--- src/shared/crx_pkg.sv ---
// crx_pkg: constants and types shared by the receive/control block
// assumes a single core_clk domain at 20 MHz
package crx_pkg;
	// register indices on the documented control port
	localparam logic [3:0] REG_POWER_MODE   = 4'h0;
	localparam logic [3:0] REG_TX_GAIN_SIDE = 4'h1;
	localparam logic [3:0] REG_RX_ANALOG    = 4'h2;
	localparam logic [3:0] REG_RX_GAIN      = 4'h3;
	localparam logic [3:0] REG_DECODED      = 4'ha;
	// field positions
	localparam int RXA_FILT_BYP = 4;
	localparam int RXA_MAIN_PD  = 5;
	localparam int RXA_AUX_PD   = 6;
	localparam int PM_LOOPBACK  = 5;
	localparam int PM_BCLK_SEQ  = 7;
	localparam int PM_ANA_PD    = 0;
	localparam int PM_DIG_PD    = 1;
	localparam int PM_MODE_LO   = 3;
	// reset values
	localparam logic [7:0] RST_POWER_MODE   = 8'h00;
	localparam logic [7:0] RST_TX_GAIN_SIDE = 8'h00;
	localparam logic [7:0] RST_RX_ANALOG    = 8'h00;
	localparam logic [7:0] RST_RX_GAIN      = 8'h80;
	// interface mode value selecting plain companded codec
	localparam logic [1:0] MODE_PCM_CODEC   = 2'h1;
	// enable lengths and frame counts
	localparam logic [3:0] LEN_16K = 4'h2;
	localparam logic [3:0] LEN_24K = 4'h3;
	localparam logic [3:0] LEN_32K = 4'h4;
	localparam logic [3:0] LEN_64K = 4'h8;
	localparam logic [1:0] TX_QUIET_FRAMES = 2'h2;
	// timing: core clock and sequencing clock
	localparam int CORE_HZ   = 20000000;
	localparam int SEQ_HZ    = 256000;
	localparam int SEQ_HALF  = CORE_HZ / (2 * SEQ_HZ);
	// decode rate selection
	typedef enum logic [2:0] {CRX_R16, CRX_R24, CRX_R32, CRX_R64, CRX_RBAD} crx_rate_e;
endpackage

--- src/hw/crx_core.sv ---
// crx_core: receive word capture, rate decode, control registers, power sequencing
// assumes pins asynchronous to core_clk; control port is a simple indexed write/read port
//
// Overview of operation
// - receive words on serial in, far clocks
// - rate chosen from enable length in clocks
// - rate applied per frame to that word
// - decode request held after complete word until taken
// - one decode per frame in duplex
// - sync adjust skipped when digital gain used
// - gain multiplies 13-bit linear sample
// - last decoded word readable by software
// - bit removes receive smoothing filter
// - three-bit trim attenuation zero to seven
// - main driver down by bit or pin
// - aux driver down by its bit
// - three-bit sidetone gain select
// - tone active disables decoder, feeds gain
// - tone blocked at 64k unless loopback
// - reset pin or register powers down
// - powered down keeps outputs high impedance
// - coding state reset on pin rising
// - transmit quiet two frame syncs after power-up
// - prescaler makes 256 kHz sequencing clock
// - receive bit clock as sequencing clock
// - count falling edges, latch data, transfer
// - codec mode transfers full eight bits
`timescale 1ns/1ps
`default_nettype none
module crx_core #(
	parameter int GAIN_W = 8
) (
	// clock and reset
	input  wire logic              core_clk,
	input  wire logic              rst_n,
	// pcm highway pins
	input  wire logic              receive_serial_in,
	input  wire logic              receive_bit_clock,
	input  wire logic              receive_frame_enable,
	input  wire logic              transmit_frame_enable,
	input  wire logic              powerdown_reset_pin,
	input  wire logic              main_driver_inverting_input,
	// control port
	input  wire logic              reg_wr,
	input  wire logic              reg_rd,
	input  wire logic [3:0]        reg_addr,
	input  wire logic [7:0]        reg_wdata,
	output logic [7:0]             reg_rdata,
	// decoder side (signal processor)
	input  wire logic [12:0]       linear_sample,
	input  wire logic              linear_valid,
	input  wire logic [7:0]        decoded_word,
	input  wire logic              decoded_valid,
	input  wire logic              tone_request,
	output logic                   word_valid,
	input  wire logic              word_ready,
	output logic [7:0]             word_data,
	output logic [2:0]             word_rate,
	output logic                   sync_adjust_en,
	output logic [12:0]            gained_sample,
	output logic                   tone_active,
	output logic                   decoder_enable,
	output logic                   coder_state_reset,
	// analog controls
	output logic                   filter_bypass,
	output logic [2:0]             rx_trim,
	output logic [2:0]             sidetone_sel,
	output logic                   main_driver_pd,
	output logic                   aux_driver_pd,
	output logic                   analog_pd,
	output logic                   seq_clk,
	output logic                   seq_from_bclk,
	output logic                   tx_out_oe_n,
	output logic                   ctrl_out_oe_n
);
	// full state of the block in one record
	typedef struct packed {
		logic [2:0]  bc_s;      // bit clock synchroniser
		logic [2:0]  fs_s;      // frame enable synchroniser
		logic [2:0]  dr_s;      // data synchroniser
		logic [2:0]  ft_s;      // tx frame synchroniser
		logic [2:0]  pd_s;      // reset pin synchroniser
		logic [2:0]  pi_s;      // inverting input synchroniser
		logic        bc_q;      // filtered levels
		logic        fs_q;
		logic        ft_q;
		logic        pd_q;
		logic        pi_q;
		logic [3:0]  cnt;       // falling edges in frame
		logic [7:0]  shf;       // shift register
		logic        b0_v;      // two-entry buffer
		logic [7:0]  b0_d;
		logic [2:0]  b0_r;
		logic        b1_v;
		logic [7:0]  b1_d;
		logic [2:0]  b1_r;
		logic [7:0]  pm;        // registers
		logic [7:0]  tg;
		logic [7:0]  ra;
		logic [7:0]  rg;
		logic [7:0]  dec;
		logic [7:0]  rdat;
		logic [12:0] gsmp;
		logic        crst;
		logic [1:0]  quiet;
		logic [7:0]  div;
		logic        seq;
		logic        last64;    // last closed frame ran at 64k
		logic        tone;      // registered tone enable
		// registered copies of the derived outputs, so every pin leaves a flop
		logic        o_anapd;   // analog section down
		logic        o_sadj;    // sync adjustment allowed
		logic        o_mpd;     // main driver down
		logic        o_apd;     // aux driver down
		logic        o_den;     // decoder enabled
		logic        o_toe_n;   // transmit output enable, low drives
		logic        o_coe_n;   // control port output enable, low drives
	} crx_state_s;

	crx_state_s s_q;  // registered state
	crx_state_s s_d;  // next state
	// rate from a length of the just-closed frame
	function automatic logic [2:0] len_rate(input logic [3:0] len);
		case (len)
			crx_pkg::LEN_16K: len_rate = 3'(crx_pkg::CRX_R16);
			crx_pkg::LEN_24K: len_rate = 3'(crx_pkg::CRX_R24);
			crx_pkg::LEN_32K: len_rate = 3'(crx_pkg::CRX_R32);
			crx_pkg::LEN_64K: len_rate = 3'(crx_pkg::CRX_R64);
			default:          len_rate = 3'(crx_pkg::CRX_RBAD);
		endcase
	endfunction

	logic        bc_fall;   // filtered bit clock falling
	logic        fs_fall;   // frame enable end
	logic        ft_rise;   // tx frame start
	logic        dig_pd;    // digital section down
	logic        pcm_mode;  // codec mode
	logic        push;      // word into buffer
	logic [3:0]  flen;      // length used for rate
	logic [2:0]  frate;     // rate of closing word
	logic        tone_ok;   // tone allowed
	logic [20:0] prod;      // gain product

	// next-state logic
	always_comb begin
		s_d = s_q;
		// three-flop sync, level taken when stages 2 and 3 agree
		s_d.bc_s = {s_q.bc_s[1:0], receive_bit_clock};
		s_d.fs_s = {s_q.fs_s[1:0], receive_frame_enable};
		s_d.dr_s = {s_q.dr_s[1:0], receive_serial_in};
		s_d.ft_s = {s_q.ft_s[1:0], transmit_frame_enable};
		s_d.pd_s = {s_q.pd_s[1:0], powerdown_reset_pin};
		s_d.pi_s = {s_q.pi_s[1:0], main_driver_inverting_input};
		if (s_q.bc_s[1] == s_q.bc_s[2]) s_d.bc_q = s_q.bc_s[2];
		if (s_q.fs_s[1] == s_q.fs_s[2]) s_d.fs_q = s_q.fs_s[2];
		if (s_q.ft_s[1] == s_q.ft_s[2]) s_d.ft_q = s_q.ft_s[2];
		if (s_q.pd_s[1] == s_q.pd_s[2]) s_d.pd_q = s_q.pd_s[2];
		if (s_q.pi_s[1] == s_q.pi_s[2]) s_d.pi_q = s_q.pi_s[2];
		bc_fall = s_q.bc_q && !s_d.bc_q;
		fs_fall = s_q.fs_q && !s_d.fs_q;
		ft_rise = !s_q.ft_q && s_d.ft_q;
		dig_pd = !s_q.pd_q || s_q.pm[crx_pkg::PM_DIG_PD];
		pcm_mode = s_q.pm[crx_pkg::PM_MODE_LO +: 2] == crx_pkg::MODE_PCM_CODEC;
		// count and latch on falling bit clock while frame high
		if (s_q.fs_q && bc_fall && s_q.cnt != 4'hf) begin
			s_d.cnt = s_q.cnt + 4'h1;
			s_d.shf = {s_q.shf[6:0], s_q.dr_s[2]};
		end
		flen = pcm_mode ? crx_pkg::LEN_64K : s_q.cnt;
		frate = len_rate(flen);
		push = fs_fall && !dig_pd && frate != 3'(crx_pkg::CRX_RBAD);
		if (fs_fall) s_d.cnt = 4'h0;
		// two-entry buffer: pop head, then push to first free
		if (s_q.b0_v && word_ready) begin
			s_d.b0_v = s_q.b1_v;
			s_d.b0_d = s_q.b1_d;
			s_d.b0_r = s_q.b1_r;
			s_d.b1_v = 1'b0;
		end
		if (push) begin
			if (!s_d.b0_v) begin
				s_d.b0_v = 1'b1;
				s_d.b0_d = s_q.shf;
				s_d.b0_r = frate;
			end else if (!s_d.b1_v) begin
				s_d.b1_v = 1'b1;
				s_d.b1_d = s_q.shf;
				s_d.b1_r = frate;
			end
			// both full: the word is dropped, decoder stalled too long
		end
		// software writes
		if (reg_wr) begin
			case (reg_addr)
				crx_pkg::REG_POWER_MODE:   s_d.pm = reg_wdata;
				crx_pkg::REG_TX_GAIN_SIDE: s_d.tg = reg_wdata;
				crx_pkg::REG_RX_ANALOG:    s_d.ra = reg_wdata;
				crx_pkg::REG_RX_GAIN:      s_d.rg = reg_wdata;
				default:                   s_d.rg = s_d.rg;
			endcase
		end
		if (decoded_valid) s_d.dec = decoded_word;
		// read mux, unmapped reads zero
		case (reg_addr)
			crx_pkg::REG_POWER_MODE:   s_d.rdat = s_q.pm;
			crx_pkg::REG_TX_GAIN_SIDE: s_d.rdat = s_q.tg;
			crx_pkg::REG_RX_ANALOG:    s_d.rdat = s_q.ra;
			crx_pkg::REG_RX_GAIN:      s_d.rdat = s_q.rg;
			crx_pkg::REG_DECODED:      s_d.rdat = s_q.dec;
			default:                   s_d.rdat = 8'h00;
		endcase
		if (!reg_rd) s_d.rdat = s_q.rdat;
		// linear gain, unity at 0x80
		prod = 21'(signed'(linear_sample) * signed'({1'b0, s_q.rg}));
		if (linear_valid) s_d.gsmp = prod[19:7];
		// coding reset on pin rising
		s_d.crst = !s_q.pd_q && s_d.pd_q;
		// tx stays quiet for two frame syncs after power-up
		if (dig_pd) s_d.quiet = 2'h0;
		else if (ft_rise && s_q.quiet != crx_pkg::TX_QUIET_FRAMES) s_d.quiet = s_q.quiet + 2'h1;
		// prescaler from core clock; frame-locked by restarting on frame start
		if (ft_rise || s_q.div == 8'(crx_pkg::SEQ_HALF - 1)) begin
			s_d.div = 8'h00;
			s_d.seq = ft_rise ? 1'b1 : !s_q.seq;
		end else begin
			s_d.div = s_q.div + 8'h01;
		end
		if (s_q.pm[crx_pkg::PM_BCLK_SEQ]) s_d.seq = s_q.bc_q;
		// remember the rate of the last frame; the live count is zero between frames
		if (fs_fall) s_d.last64 = flen == crx_pkg::LEN_64K;
		// tone generator blocked at 64k unless loopback is on
		tone_ok = tone_request && (!s_q.last64 || s_q.pm[crx_pkg::PM_LOOPBACK]);
		s_d.tone = tone_ok;
		// derived outputs computed from the next state, so they show no extra lag
		// analog section down by pin or by register
		s_d.o_anapd = !s_d.pd_q || s_d.pm[crx_pkg::PM_ANA_PD];
		// sync adjustment only at unity digital gain
		s_d.o_sadj = s_d.rg == crx_pkg::RST_RX_GAIN;
		// main driver down by its bit, its pin or the analog section
		s_d.o_mpd = s_d.ra[crx_pkg::RXA_MAIN_PD] || s_d.pi_q || s_d.o_anapd;
		// aux driver down by its own bit or the analog section
		s_d.o_apd = s_d.ra[crx_pkg::RXA_AUX_PD] || s_d.o_anapd;
		// decoder idle while the tone runs or the digital side sleeps
		s_d.o_den = !tone_ok && s_d.pd_q && !s_d.pm[crx_pkg::PM_DIG_PD];
		// transmit output stays released until the quiet count is full
		s_d.o_toe_n = s_d.quiet != crx_pkg::TX_QUIET_FRAMES;
		// control port output released while powered down
		s_d.o_coe_n = !s_d.pd_q || s_d.pm[crx_pkg::PM_DIG_PD];
	end

	// register the whole state
	always_ff @(posedge core_clk) begin
		if (!rst_n) begin
			s_q      <= '0;
			s_q.pm   <= crx_pkg::RST_POWER_MODE;
			s_q.tg   <= crx_pkg::RST_TX_GAIN_SIDE;
			s_q.ra   <= crx_pkg::RST_RX_ANALOG;
			s_q.rg   <= crx_pkg::RST_RX_GAIN;
			// outputs start in their safe, powered-down levels
			s_q.o_anapd <= 1'b1;
			s_q.o_sadj  <= 1'b1;
			s_q.o_mpd   <= 1'b1;
			s_q.o_apd   <= 1'b1;
			s_q.o_toe_n <= 1'b1;
			s_q.o_coe_n <= 1'b1;
		end else begin
			s_q <= s_d;
		end
	end

	// outputs straight from state flops, no logic after the register
	assign tone_active       = s_q.tone;
	assign word_valid        = s_q.b0_v;
	assign word_data         = s_q.b0_d;
	assign word_rate         = s_q.b0_r;
	assign sync_adjust_en    = s_q.o_sadj;
	assign gained_sample     = s_q.gsmp;
	assign decoder_enable    = s_q.o_den;
	assign coder_state_reset = s_q.crst;
	assign reg_rdata         = s_q.rdat;
	assign filter_bypass     = s_q.ra[crx_pkg::RXA_FILT_BYP];
	assign rx_trim           = s_q.ra[2:0];
	assign sidetone_sel      = s_q.tg[6:4];
	assign main_driver_pd    = s_q.o_mpd;
	assign aux_driver_pd     = s_q.o_apd;
	assign analog_pd         = s_q.o_anapd;
	assign seq_clk           = s_q.seq;
	assign seq_from_bclk     = s_q.pm[crx_pkg::PM_BCLK_SEQ];
	assign tx_out_oe_n       = s_q.o_toe_n;
	assign ctrl_out_oe_n     = s_q.o_coe_n;
endmodule
`default_nettype wire

--- config.mk ---
export PLATFORM = sky130hd
export DESIGN_NAME = crx_core
export DESIGN_NICKNAME = d
export VERILOG_FILES = /design/src/shared/crx_pkg.sv /design/src/hw/crx_core.sv
export SDC_FILE = /design/constraint.sdc
export NUM_CORES = 1
export LEC_CHECK = 0
export BUFFER_PORTS_ARGS = -buffer_cell sky130_fd_sc_hd__clkbuf_2
export CAP_MARGIN = 20
export CORE_UTILIZATION = 60
export DETAILED_ROUTE_END_ITERATION = 8
export PLACE_DENSITY = 0.81
export RECOVER_POWER = 50
export SYNTH_ARGS = -nofsm -noshare
export SYNTH_HDL_FRONTEND = slang
export SYNTH_SLANG_ARGS = --single-unit
--- constraint.sdc ---
create_clock -name core_clk -period 6.23 [get_ports core_clk]
set_clock_uncertainty 0.1 [all_clocks]
set_input_delay 0.623 -clock core_clk [delete_from_list [all_inputs] [get_ports core_clk]]
set_output_delay 0.623 -clock core_clk [all_outputs]
set_load 0.02 [all_outputs]
==> results.tsv <==
metric	value	unit
grt.overflow.total	0	
die-area	0.0159	sq mm
cts_setup_buffers	0	
root_buffer	clkbuf_16	
grt_use_total	26.5	%
timing.rr.start	s_q[52]$_SDFF_PN0_	
drive_above_1_share	8.32	%
critPathMaxStageDelay	0.81	ns
min-delay-path-class	primary input to register	
ys_top_cells_by_area	dfxtp_1 (31%), fa_1 (17%), mux2i_1 (7.6%), ha_1 (5.3%), and2_1 (5.2%)	
holdBufCountCts	0	
dp_hpwl	14300	um
relSlewSlack	-47.1	%
min_period	5.26	ns
crit_required	6.44	ns
dr.first_iter.drc_count	411	
cp_slowest_cell	dfxtp_1	
synthMuxAreaShare	7.59	%
vias	7067	
syn-num-nets	1191	
ctsResizeCount	0	
async_flop_share	0	%
ir_worst_vdd	0.201	mV
reg2regPathDepth	15	
synth_xor_area_share	2.47	%
end_kind	register	
status	finished, violations left	
fin_ws	0.969	ns
grt_pass1_wl	33500	um
tightest_slew	2.21	ns
reg2reg_slack	0.97	ns
clock_latency	0.42	ns
synth-simple-area-share	18.6	%
antenna_cells	0	
drv_slew	88	
cts.sinks	141	
period_share	84.4	%
worst_setup_path_start_kind	register	
antenna_found_initial	0	
finalSetupTns	0	ns
routedWlPerCell	15.6	um
place_area	0.00951	sq mm
grt_pass1_vias	6961	
place.gp.congestion	0.821	
io_pins	98	
synth_top_family_by_area	adder cells	
drtAntennaViolNets	0	
worstSetupPathType	register to register	
max_freq	0.190	GHz
violations	capacitance limit, slew limit	
chipWidth	126	um
hold_start	transmit_frame_enable	
syn-cell-area	0.00924	sq mm
drc	0	
hold_viol	0	
grt_max_degree	47	
maxCapViolations	2	
synth_top_cell_by_area	dfxtp_1	
rows	44	
path_depth	15	
syn_avg_cell_area	8.99	sq um
cts_htree_levels	4	
place_ws	1.03	ns
final_area	0.0101	sq mm
wl	19700	um
path_clk_slew	0.06	ns
ys_warn_count	0	
areaGrowthSynthToFinish	8.87	%
crit_arrival	5.47	ns
first_pass_iters	5	
coreArea	0.0148	sq mm
setup_viol	0	
die_y	126	um
ys_types	63	
synth_edf_count	0	
final_nets	1233	
rsz0062_at_grt	no	
synth_seq_cells	141	
crit_family	adder cells	
rr_endpoint	gained_sample[9]$_SDFFE_PN0P_	
crit_chain	nand2_1 -> fa_1 -> inv_1 -> fa_1 -> fa_1 -> inv_1 -> fa_1 -> inv_1 -> ha_1 -> a21o_1 -> a221o_1 -> or3_4 -> o211ai_1 -> mux2i_1 -> a22o_1	
synth.top_cell.area_share	30.6	%
synth-seq-area-share	30.6	%
p_leak	4.65	nW
io_buffers	97	
cts_tree	built	
hold_end	s_d[130]$_SDFF_PN0_	
initial_core_util	62.6	%
syn_inst	1027	
clk_path_buf_depth	2	
synth_compound_area_share	8.55	%
pwr_density_cell	219	mW/mm^2
vias_per_cell	5.58	
synthFlopType	dfxtp_1	
cp_common_cell	fa_1	
path_buf_inv	3	
path_max_fanout	16	
min_delay_path_depth	2	
synthAdderAreaFrac	22.2	%
cts_buffers	17	
[synthesized netlist by cell type, types with 3 or more instances]
cell type,number
a211oi_1,3
a21o_1,10
a21oi_1,34
a311oi_1,11
and2_1,77
and3_1,8
buf_2,3
buf_4,39
clkbuf_1,32
dfxtp_1,141
fa_1,78
ha_1,39
inv_1,122
mux2i_1,70
nand2_1,107
nand2b_1,5
nand3_1,27
nand4_1,5
nor2_1,92
nor3_1,5
o21a_1,6
o21ai_0,20
o22ai_1,14
or3_1,5
xnor2_1,15
xor2_1,11
[worst max path at each step]
stage | to | start | slack (ns)
6_report | gained_sample[9]$_SDFFE_PN0P_ | s_q[52]$_SDFF_PN0_ | 0.97
5_1_grt | gained_sample[9]$_SDFFE_PN0P_ | s_q[52]$_SDFF_PN0_ | 0.77
4_1_cts | gained_sample[9]$_SDFFE_PN0P_ | s_q[50]$_SDFF_PN0_ | 1.03
3_5_place_dp | gained_sample[9]$_SDFFE_PN0P_ | linear_sample[8] | 1.03
3_3_place_gp | gained_sample[9]$_SDFFE_PN0P_ | linear_sample[8] | 1.08
2_1_floorplan | gained_sample[9]$_SDFFE_PN0P_ | linear_sample[12] | 1.21
[placed cells by master, fill, tap and decap left out, types with 6 or more instances in the layout]
master and count:
ha_1 39, mux2i_1 70, nand3_1 27, xnor2_1 15
a311oi_1 11, a21oi_1 34, a21o_1 10, and2_0 12
o21ai_0 20, clkbuf_1 56, and3_1 8, fa_1 78
nor2_1 92, clkbuf_2 47, clkbuf_16 17, inv_1 122
o21a_1 6, xor2_1 11, dfxtp_1 141, o22ai_1 14
nand2_1 107, and2_1 65
[layout make-up]
class,count,area [sq um]
Timing Repair Buffer,100,438
Tap cell,184,230
Fill cell,1215,4700
Clock inverter,6,105
Inverter,123,462
Clock buffer,26,509
Sequential cell,141,2820
Multi-Input combinational cell,686,5490
[per-layer routing]
layer,GRT usage (%),vias up,routed length [um]
met2,43.3,250,9400
li1,-,3375,-
met1,35.7,3412,8700
met3,4.67,30,1220
met4,8.79,0,361
met5,0,-,0
[cells by family (layout without fill, tap and decap cells)]
| family | count (synthesis) | count (layout) |
|---|---|---|
| AND/OR/NAND/NOR | 354 | 354 |
| XOR/XNOR | 26 | 26 |
| multiplexers | 70 | 70 |
| AO/OA/AOI/OAI | 119 | 119 |
| adder cells (fa/ha/maj) | 117 | 117 |
| buffers and inverters | 200 | 255 |
| flip-flops | 141 | 141 |
[metrics by stage]
step | utilization, % | hold WS [ns] | std cells | power (mW)
floorplan | - | 0.310 | 1027 | 1.12
CTS | 68.6 | 0.313 | 1266 | 2.22
detailed placement | 64.5 | 0.319 | 1234 | 1.18
finish | 68.2 | 0.320 | 1266 | 2.21
global placement | 64.5 | 0.314 | 1234 | 1.18
global route | 68.2 | 0.339 | 1266 | 2.28
[power by group]
part	leakage (nW)	internal, mW	switching, mW
combinational	3.20	0.0829	0.137
clock	0.304	0.681	0.363
sequential	1.14	0.923	0.0178
total	4.65	1.69	0.518
[registers in the layout (all words and copies together) (netlist names), 3 cells and up]
signal         flops
word_rate          3
rx_trim            3
word_data          8
gained_sample     13
s_q               78
sidetone_sel       3
reg_rdata          8
s_d               12
Power figures use the tool's default switching activity.
